## config.mk

```make
export PLATFORM = sky130hd
export DESIGN_NAME = current_sample_pwm_encoder
export DESIGN_NICKNAME = d
export VERILOG_FILES = /design/src/rtl/cspwm_pkg.sv /design/src/rtl/avg_div_if.sv /design/src/rtl/current_sample_pwm_encoder.sv /design/src/rtl/sample_avg_div.sv
export SDC_FILE = /design/constraint.sdc
export NUM_CORES = 1
export LEC_CHECK = 0
export BUFFER_PORTS_ARGS = -buffer_cell sky130_fd_sc_hd__buf_4
export CAP_MARGIN = 20
export CORE_MARGIN = 4
export CORE_UTILIZATION = 60
export CTS_BUF_LIST = sky130_fd_sc_hd__clkbuf_16
export CTS_CLUSTER_DIAMETER = 100
export CTS_CLUSTER_SIZE = 10
export DETAILED_ROUTE_END_ITERATION = 16
export GPL_TIMING_DRIVEN = 0
export HOLD_SLACK_MARGIN = 0.03
export PLACE_DENSITY = 0.82
export SLEW_MARGIN = 30
export SYNTH_ARGS = -nofsm -noshare
export SYNTH_HDL_FRONTEND = slang
export SYNTH_HIERARCHICAL = 1
export SYNTH_SLANG_ARGS = --single-unit
export TNS_END_PERCENT = 20
```

## constraint.sdc

```tcl
create_clock -name clk_in -period 6.9 [get_ports clk_in]
set_input_delay 1.38 -clock clk_in [delete_from_list [all_inputs] [get_ports clk_in]]
set_output_delay 1.38 -clock clk_in [all_outputs]
set_load 0.02 [all_outputs]
```

## src/rtl/cspwm_pkg.sv

```systemverilog
// Contract
// - The output has exactly 1024 duty steps per period, so duty moves only in 1/1024 increments.
// - For duty code N the output stays high for N and a half steps, a duty of (N + 0.5)/1024.
// - Duty maps linearly: positive full scale 95.5%, zero current 50%, negative full scale 4.5%.
// - Duty changes only at interval boundaries and carries the average of the interval just before, or the previous average if that interval had no samples.
// - Each sample is the average of the current over one fixed 50 ms slot; the code's interval is 999424 cycles, 49.9712 ms at 20 MHz.
package cspwm_pkg;
  localparam int unsigned CLK_HZ = 20_000_000;
  localparam int unsigned SLOT_MS = 50;
  localparam int unsigned SLOT_CYC = CLK_HZ / 1000 * SLOT_MS;
  localparam int unsigned DUTY_STEPS = 1024;
  localparam int unsigned HALF_STEPS = 2 * DUTY_STEPS;
  // 488 cycles per half step, period 999424 cycles
  localparam int unsigned HALF_STEP_CYC = SLOT_CYC / HALF_STEPS;
  localparam int unsigned SAMPLE_W = 13;
  localparam int unsigned ACC_W = 34;
  localparam int unsigned CNT_W = 20;
  localparam int unsigned CYC_W = 12;
  localparam int unsigned HALF_W = 11;
  localparam int unsigned DUTY_W = 10;
  // divider answers ACC_W + 2 cycles after its start
  localparam int unsigned DIV_LAT = ACC_W + 6;
  localparam logic signed [SAMPLE_W-1:0] FS_CODE = 13'sh0800;
  localparam logic [DUTY_W-1:0] MID_CODE = 10'h200;
  localparam logic [DUTY_W-1:0] SPAN_CODE = 10'h1D2;
  localparam logic [DUTY_W-1:0] DUTY_MAX = MID_CODE + SPAN_CODE;
  localparam logic [DUTY_W-1:0] DUTY_MIN = MID_CODE - SPAN_CODE;
  localparam int unsigned SPAN_SHIFT = 11;

  typedef enum logic [1:0] {
    DIV_IDLE = 2'b00,
    DIV_RUN = 2'b01,
    DIV_DONE = 2'b10
  } div_state_e;
endpackage

```

## src/rtl/avg_div_if.sv

```systemverilog
interface avg_div_if import cspwm_pkg::*; ();
  logic start;
  logic signed [ACC_W-1:0] dividend;
  logic [CNT_W-1:0] divisor;
  logic done;
  logic signed [ACC_W-1:0] quotient;

  modport req (
    output start,
    output dividend,
    output divisor,
    input done,
    input quotient
  );
  modport srv (
    input start,
    input dividend,
    input divisor,
    output done,
    output quotient
  );
endinterface

```

## src/rtl/current_sample_pwm_encoder.sv

```systemverilog
module current_sample_pwm_encoder import cspwm_pkg::*; #(
  parameter int unsigned HALF_STEP_CYC_P = HALF_STEP_CYC
) (
  // clock and reset
  input wire logic clk_in,
  input wire logic nrst_in,
  // filtered current samples
  input wire logic signed [SAMPLE_W-1:0] sample_in,
  input wire logic sample_valid_in,
  // pwm output and status
  output logic pwm_out,
  output logic [DUTY_W-1:0] duty_code_out,
  output logic slot_strobe_out
);
  typedef struct packed {
    logic [CYC_W-1:0] cyc;
    logic [HALF_W-1:0] half;
    logic signed [ACC_W-1:0] acc;
    logic [CNT_W-1:0] cnt;
    logic signed [SAMPLE_W-1:0] avg;
    logic [DUTY_W-1:0] duty;
    logic pwm;
    logic slot_stb;
    logic div_start;
    logic signed [ACC_W-1:0] div_dividend;
    logic [CNT_W-1:0] div_divisor;
  } enc_s;

  enc_s st_q, st_d;
  avg_div_if div_bus ();

  logic last_cyc;
  logic last_half;
  logic wrap;
  logic close;
  logic signed [ACC_W-1:0] acc_next;
  logic [CNT_W-1:0] cnt_next;

  // window closes DIV_LAT cycles before the wrap, for any half-step length
  localparam int unsigned CLOSE_POS =
    HALF_STEPS * HALF_STEP_CYC_P - 1 - DIV_LAT;
  localparam int unsigned CLOSE_HALF = CLOSE_POS / HALF_STEP_CYC_P;
  localparam int unsigned CLOSE_CYC = CLOSE_POS % HALF_STEP_CYC_P;

  // average code to duty step, clamped to full scale
  function automatic logic [DUTY_W-1:0] duty_map(
    input logic signed [SAMPLE_W-1:0] s
  );
    logic signed [SAMPLE_W-1:0] c;
    logic signed [23:0] p;
    c = s;
    if (s > FS_CODE) begin
      c = FS_CODE;
    end else if (s < -FS_CODE) begin
      c = -FS_CODE;
    end
    p = 24'(c) * $signed({14'h0000, SPAN_CODE});
    return DUTY_W'($signed({1'b0, MID_CODE}) + (p >>> SPAN_SHIFT));
  endfunction

  always_comb begin
    st_d = st_q;
    last_cyc = st_q.cyc == CYC_W'(HALF_STEP_CYC_P - 1);
    last_half = st_q.half == HALF_W'(HALF_STEPS - 1);
    wrap = last_cyc && last_half;
    // window closes early so the divider finishes before the wrap
    close = st_q.half == HALF_W'(CLOSE_HALF) &&
            st_q.cyc == CYC_W'(CLOSE_CYC);
    acc_next = st_q.acc;
    cnt_next = st_q.cnt;
    if (sample_valid_in) begin
      acc_next = st_q.acc + ACC_W'(sample_in);
      cnt_next = st_q.cnt + CNT_W'(1);
    end
    // half-step timebase, 2048 half steps per period
    st_d.cyc = last_cyc ? '0 : st_q.cyc + CYC_W'(1);
    if (last_cyc) begin
      st_d.half = st_q.half + HALF_W'(1);
    end
    st_d.acc = acc_next;
    st_d.cnt = cnt_next;
    st_d.div_start = 1'b0;
    if (close) begin
      st_d.div_start = cnt_next != '0;
      st_d.div_dividend = acc_next;
      st_d.div_divisor = cnt_next;
      st_d.acc = '0;
      st_d.cnt = '0;
    end
    if (div_bus.done) begin
      st_d.avg = div_bus.quotient[SAMPLE_W-1:0];
    end
    st_d.slot_stb = wrap;
    if (wrap) begin
      st_d.duty = duty_map(st_q.avg);
    end
    // high for 2N+1 half steps: N steps plus the extra half
    st_d.pwm = st_q.half < {st_q.duty, 1'b1};
  end

  always_ff @(posedge clk_in or negedge nrst_in) begin
    if (!nrst_in) begin
      st_q <= '0;
      st_q.duty <= MID_CODE;
    end else begin
      st_q <= st_d;
    end
  end

  assign div_bus.start = st_q.div_start;
  assign div_bus.dividend = st_q.div_dividend;
  assign div_bus.divisor = st_q.div_divisor;

  sample_avg_div u_div (
    .clk_in(clk_in),
    .nrst_in(nrst_in),
    .div(div_bus.srv)
  );

  assign pwm_out = st_q.pwm;
  assign duty_code_out = st_q.duty;
  assign slot_strobe_out = st_q.slot_stb;

  a_duty_range: assert property (
    @(posedge clk_in) disable iff (!nrst_in)
    duty_code_out >= DUTY_MIN && duty_code_out <= DUTY_MAX)
    else $error("duty outside full scale");

  a_duty_at_wrap: assert property (
    @(posedge clk_in) disable iff (!nrst_in)
    !wrap |=> $stable(duty_code_out))
    else $error("duty changed inside an interval");

  a_zero_mid: assert property (
    @(posedge clk_in) disable iff (!nrst_in)
    (wrap && st_q.avg == '0) |=> duty_code_out == 10'h200)
    else $error("zero current not at half duty");

  a_pos_full: assert property (
    @(posedge clk_in) disable iff (!nrst_in)
    (wrap && st_q.avg >= FS_CODE) |=> duty_code_out == 10'h3D2)
    else $error("positive full scale duty wrong");

  a_neg_full: assert property (
    @(posedge clk_in) disable iff (!nrst_in)
    (wrap && st_q.avg <= -FS_CODE) |=> duty_code_out == 10'h02E)
    else $error("negative full scale duty wrong");

  a_half_step_high: assert property (
    @(posedge clk_in) disable iff (!nrst_in)
    (st_q.half == {st_q.duty, 1'b0} && st_q.cyc == '0) |=> pwm_out)
    else $error("extra half step missing");

  a_pulse_end: assert property (
    @(posedge clk_in) disable iff (!nrst_in)
    (st_q.half == {st_q.duty, 1'b1} && st_q.cyc == '0) |=> !pwm_out)
    else $error("pulse longer than N and a half");

  a_window_reset: assert property (
    @(posedge clk_in) disable iff (!nrst_in)
    close |=> st_q.cnt == '0 && st_q.acc == '0)
    else $error("averaging window not restarted");

  a_strobe_wrap: assert property (
    @(posedge clk_in) disable iff (!nrst_in)
    wrap |=> slot_strobe_out)
    else $error("strobe missing after wrap");

  a_strobe_single: assert property (
    @(posedge clk_in) disable iff (!nrst_in)
    !wrap |=> !slot_strobe_out)
    else $error("strobe away from the wrap");

  a_strobe_base: assert property (
    @(posedge clk_in) disable iff (!nrst_in)
    slot_strobe_out |-> (st_q.half == '0 && st_q.cyc == '0))
    else $error("strobe not at period start");

  a_cyc_bound: assert property (
    @(posedge clk_in) disable iff (!nrst_in)
    st_q.cyc <= CYC_W'(HALF_STEP_CYC_P - 1))
    else $error("half step counter overran");

  a_half_advance: assert property (
    @(posedge clk_in) disable iff (!nrst_in)
    last_cyc |=> st_q.half == $past(st_q.half) + HALF_W'(1))
    else $error("half step did not advance");

  a_half_hold: assert property (
    @(posedge clk_in) disable iff (!nrst_in)
    !last_cyc |=> $stable(st_q.half))
    else $error("half step moved early");

  a_pwm_rise: assert property (
    @(posedge clk_in) disable iff (!nrst_in)
    (st_q.half == '0 && st_q.cyc == '0) |=> pwm_out)
    else $error("pulse did not start");

  a_wrap_pwm_low: assert property (
    @(posedge clk_in) disable iff (!nrst_in)
    wrap |=> !pwm_out)
    else $error("output high across the wrap");

  a_floor_high: assert property (
    @(posedge clk_in) disable iff (!nrst_in)
    (st_q.half <= {DUTY_MIN, 1'b0}) |=> pwm_out)
    else $error("pulse below negative full scale");

  a_ceiling_low: assert property (
    @(posedge clk_in) disable iff (!nrst_in)
    (st_q.half > {DUTY_MAX, 1'b0}) |=> !pwm_out)
    else $error("pulse above positive full scale");

  a_close_lead: assert property (
    @(posedge clk_in) disable iff (!nrst_in)
    close |-> ##40 wrap)
    else $error("window close not ahead of the wrap");

  a_start_count: assert property (
    @(posedge clk_in) disable iff (!nrst_in)
    div_bus.start |-> div_bus.divisor != '0)
    else $error("average started on an empty window");

  a_start_close: assert property (
    @(posedge clk_in) disable iff (!nrst_in)
    (close && sample_valid_in) |=> div_bus.start)
    else $error("average not started at window close");

  a_avg_hold: assert property (
    @(posedge clk_in) disable iff (!nrst_in)
    !div_bus.done |=> $stable(st_q.avg))
    else $error("average changed without a result");

  a_avg_load: assert property (
    @(posedge clk_in) disable iff (!nrst_in)
    div_bus.done |=> st_q.avg == $past(div_bus.quotient[SAMPLE_W-1:0]))
    else $error("average result not taken");

  a_acc_hold: assert property (
    @(posedge clk_in) disable iff (!nrst_in)
    (!sample_valid_in && !close) |=> $stable(st_q.acc))
    else $error("sum moved without a sample");

  a_cnt_step: assert property (
    @(posedge clk_in) disable iff (!nrst_in)
    (sample_valid_in && !close) |=> st_q.cnt == $past(st_q.cnt) + CNT_W'(1))
    else $error("sample count did not step");
endmodule // current_sample_pwm_encoder

```

## src/rtl/sample_avg_div.sv

```systemverilog
module sample_avg_div import cspwm_pkg::*; (
  // clock and reset
  input wire logic clk_in,
  input wire logic nrst_in,
  // request from the encoder
  avg_div_if.srv div
);
  typedef struct packed {
    div_state_e state;
    logic neg;
    logic [CNT_W-1:0] dvs;
    logic [CNT_W:0] rem;
    logic [ACC_W-1:0] quo;
    logic [5:0] iter;
    logic done;
    logic signed [ACC_W-1:0] result;
  } div_s;

  div_s st_q, st_d;
  logic [CNT_W:0] trial;

  // restoring division on magnitudes, sign restored at the end
  always_comb begin
    st_d = st_q;
    st_d.done = 1'b0;
    trial = {st_q.rem[CNT_W-1:0], st_q.quo[ACC_W-1]};
    case (st_q.state)
      DIV_IDLE: begin
        if (div.start) begin
          st_d.state = DIV_RUN;
          st_d.neg = div.dividend[ACC_W-1];
          st_d.quo = div.dividend[ACC_W-1] ? ACC_W'(-div.dividend)
                                            : div.dividend;
          st_d.dvs = div.divisor;
          st_d.rem = '0;
          st_d.iter = '0;
        end
      end
      DIV_RUN: begin
        if (trial >= {1'b0, st_q.dvs}) begin
          st_d.rem = trial - {1'b0, st_q.dvs};
          st_d.quo = {st_q.quo[ACC_W-2:0], 1'b1};
        end else begin
          st_d.rem = trial;
          st_d.quo = {st_q.quo[ACC_W-2:0], 1'b0};
        end
        st_d.iter = st_q.iter + 6'h01;
        if (st_q.iter == 6'(ACC_W - 1)) begin
          st_d.state = DIV_DONE;
        end
      end
      DIV_DONE: begin
        st_d.done = 1'b1;
        st_d.result = st_q.neg ? ACC_W'(-st_q.quo) : st_q.quo;
        st_d.state = DIV_IDLE;
      end
      default: begin
        st_d.state = DIV_IDLE;
      end
    endcase
  end

  always_ff @(posedge clk_in or negedge nrst_in) begin
    if (!nrst_in) begin
      st_q <= '0;
    end else begin
      st_q <= st_d;
    end
  end

  assign div.done = st_q.done;
  assign div.quotient = st_q.result;

  a_div_latency: assert property (
    @(posedge clk_in) disable iff (!nrst_in)
    (div.start && st_q.state == DIV_IDLE) |-> ##36 div.done)
    else $error("average not ready in time");
endmodule // sample_avg_div

```

# Yosys cells after proc, flatten, opt, wreduce, memory -nomap -nowiden
# Index checks and enable logic that the tools add are counted.
# Widths: inputs -> output; s select.
# word_totals
in_bits,16
ff_bits,275
word_cells,65
# op_classes
eq_ne,8
add_sub_neg,9
mux,16
n_reduce_logical,8
magnitude_cmp,4
mul,1
# op_table
operator,n
$pmux 60 s2,1
$mux 54,2
$mux 34,3
$mux 84,1
$neg 34->34,2
$mux 55,1
$mux 13,3
$mux 35,1
$add 34x13->34,1
$eq 12x9->1 const B,2
$ge 21x20->1,1
$add 20x1->20 const B,1
$mul 13x9->20 const B,1
$mux 20,1
$reduce_bool 20->1,1
$sub 20x20->20,1
$gt 13x13->1 const B,1
$lt 13x12->1 const B,1
$add 12x1->12 const B,1
$mux 12,1
$add 11x1->11 const B,1
$eq 11x11->1 const B,1
$lt 11x11->1,1
$add 10x10->10 const A,1
12 further kinds,15

# Longest topological paths before layout
# logic_depth
depth_word,6
ltp_mapped,23

# Modules after synthesis
# The synthesis kept the hierarchy.
# modules_own_cells
module,instances,seq_area_each_um2,area_each_um2,cells_per_inst
current_sample_pwm_encoder,1,3930.0,10182.3,1059
sample_avg_div,1,2952.8,7427.1,847

# Least setup slack after synthesis
# Ideal clock, no wire load.
# synth_timing
path_type,register to register
start,"register, netlist name st_q[76]"
end,register st_q (netlist bit duty_code_out[8])
period_less_slack_ns,4.550
required_time_ns,6.817
slack_ns,2.350
stages_incl_launch_ff,19
arrival_ns,4.467
setup_time_ns,0.083
cell_sequence,dfrtp_1 nor4_1 a31oi_1 a21oi_1 and2_1 ha_1 fa_1 fa_1 inv_1 fa_1 inv_1 ha_1 o21ai_0 a21oi_1 nand3_1 a31oi_1 a21oi_1 xor2_1 o21ai_0
# synth_rtl
element,line,text
"end signal, assigned",current_sample_pwm_encoder.sv:106,st_q <= st_d;
"end, declared",current_sample_pwm_encoder.sv:29,"enc_s st_q, st_d;"

==> impl_metrics.ini <==
[clock_network]
clk_path_buf_depth = 3
cts.sinks = 254
cts_tree = built
cts_made_buffers = 29
clk_root_buffer_cell = clkbuf_16
clk_latency_ns = 0.55
cts_max_level = 1
cts_resized = 0
clkTransAtPathRegs_ns = 0.07
postCtsSetupBuffers = 0
cts_hold_buf = 0

[final_layout]
fin_util = 0.6645
stdcell_area_sq_mm = 0.01786
fillers = 2123
multi_input_area_sq_mm = 0.009138
regArea_sq_mm = 0.006357
antennaDiodeCount = 0
syn2layout_area_growth_pct = 9.337
nets = 2000
final_cells = 2178
drive_gt1_frac = 0.06913

[hold_path]
hold_path_class = reg -> reg

[setup_path]
regToRegSetupSlack_ns = 1.58
crit_path_max_incr_delay_ns = 0.55
crit_buf_inv = 2
critPathKind = reg -> reg
path_cells = nor4_1, a31oi_1, a21oi_1, and2_1, ha_1, fa_1, fa_1, inv_1, fa_1, inv_1, ha_1, o21ai_0, a21oi_1, nand3_1, a31oi_1, a21oi_1, xor2_1, o21ai_0
end_kind = flop
cp_top_family = adder cells
critPathSlowestCell = fa_1
critPathLaunchType = flop
critical_path_arrival_ns = 5.78
crit_required_ns = 7.36
crit_path_max_fanout = 8

[pwr]
ir_drop_mv = 0.2610
combPwrFrac = 0.296
leakage_nw = 8.730
pwr_density_cell_mw_per_mm2 = 244.3
switchingPower_mw = 1.437
clkPwrFrac = 0.312
p_sw_frac = 0.3295
total_power_mw = 4.363
seqPwrFrac = 0.391
internal_power_mw = 2.925

[routing]
drt-total-wl_um = 37540
antenna_left = 0
routed_via_density = 5.983
num_vias = 13030
drtPass1Iterations = 5
wire_per_inst_um = 17.24
drt_iter0_drc = 803
drc = 0

[global_route]
grtUsageTotal = 0.2475
antenna_found_initial = 0
gr-total-overflow = 0
grt_first_pass_wirelength_um = 63250
grt_pass1_vias = 13010
grt_max_degree = 82

[floorplan]
die_y_um = 173.0
start_util = 0.6078
dieArea_sq_mm = 0.02993
num_io_pins = 28
chipWidth_um = 173.0
core_sq_mm = 0.02688
rows = 60

[yosys]
syn-cell-area_sq_mm = 0.01633
syn_area_per_cell_sq_um = 9.260
synthCells = 1764
syn_nets = 1940
ys_warn_count = 6

[run_status]
status = complete, no violations

[sta]
rsz0062_at_grt = false
max_freq_ghz = 0.1880
drv_slew = 0
skew_ns = 0.02350
setup_tns_ns = 0
finalCritPeriodShare = 0.7708
hold_viol_final = 0
whs_ns = 0.4800
setup_viol = 0
period_needed_ns = 5.319
worst_pin_slew_ns = 0.9156
slew_headroom = 0.3896
setup_slack_ns = 1.581

[placement]
gp_congestion = 0.9014
dpl.cell_count = 2134
numPortBuffers = 26
place_area_sq_mm = 0.01705
dp_hpwl_um = 27950
place_ws_ns = 1.579

[job]
cap_violations = 0
-- sequential cells by signal, summed over array words and instances, names as in the netlist --
register and cells:
st_q 90, u_div/st_q 83, div_bus.dividend 34, div_bus.divisor 20, u_div/div.quotient 13, duty_code_out 10, div_bus.start 1, pwm_out 1
slot_strobe_out 1, u_div/div.done 1
-- worst min-delay path, stage by stage (launching register included) --
cell and delay (ns):
dfrtp_1 0.34, nand2_1 0.04, o21ai_0 0.06
-- power by group through the flow --
| stage | logic (mW) | registers, mW | clock network [mW] |
|---|---|---|---|
| after floorplan | 0.965 | 1.70 | 0 |
| after global placement | 1.19 | 1.72 | 0 |
| after detailed placement | 1.25 | 1.73 | 0 |
| after CTS | 1.27 | 1.70 | 1.39 |
| after global routing | 1.43 | 1.72 | 1.45 |
| final | 1.29 | 1.71 | 1.36 |
-- final timing paths --
kind	cells after the start	from	end
max in group asynchronous	3	nrst_in	st_q[131]
min	2	div_bus.divisor[3]	div_bus.divisor[3]
min in group asynchronous	1	nrst_in	st_q[72]
min reg2reg	2	div_bus.divisor[3]	div_bus.divisor[3]
max reg2reg	18	st_q[77]	duty_code_out[8]
max	18	st_q[77]	duty_code_out[8]
-- final cells by class --
class,count,area share
multi-input cells,1312,0.5116
flip-flops and latches,254,0.3560
clock buffers,29,0.04063
plain buffers,102,0.02683
well taps,341,0.02389
inverters,96,0.02018
repair buffers,29,0.01597
clock inverters,15,0.004904
-- cells in the final DEF, fill, tap and decap left out, types with 7 or more instances in the layout --
| cell | instances |
|---|---|
| mux2_2 | 19 |
| nand3_1 | 47 |
| and3_1 | 21 |
| or3_1 | 7 |
| xnor2_1 | 60 |
| a22oi_1 | 22 |
| buf_1 | 11 |
| nand2_1 | 180 |
| mux2i_1 | 38 |
| dfrtp_1 | 253 |
| a21o_1 | 35 |
| clkbuf_1 | 65 |
| o21ai_0 | 182 |
| o31ai_1 | 15 |
| nor2_1 | 126 |
| ha_1 | 126 |
| xor2_1 | 66 |
| o21a_1 | 9 |
| clkbuf_16 | 29 |
| a31oi_1 | 18 |
| nand4_1 | 17 |
| inv_1 | 107 |
| nand2b_1 | 12 |
| a21oi_1 | 96 |
| and2_1 | 19 |
| nor2b_1 | 21 |
| a211oi_1 | 11 |
| fa_1 | 34 |
| buf_4 | 48 |
| o41ai_1 | 8 |
| nor3_1 | 32 |
| a22o_1 | 9 |
-- per-layer routing --
layer / vias to the layer above / global-route usage / share of wire
li1: 6271 / - / -
met3: 73 / 0.02602 / 0.043
met1: 6346 / 0.3193 / 0.43
met2: 342 / 0.4481 / 0.51
met5: - / 0 / 0
met4: 0 / 0.06352 / 0.025
Power figures use the tool's default switching activity.
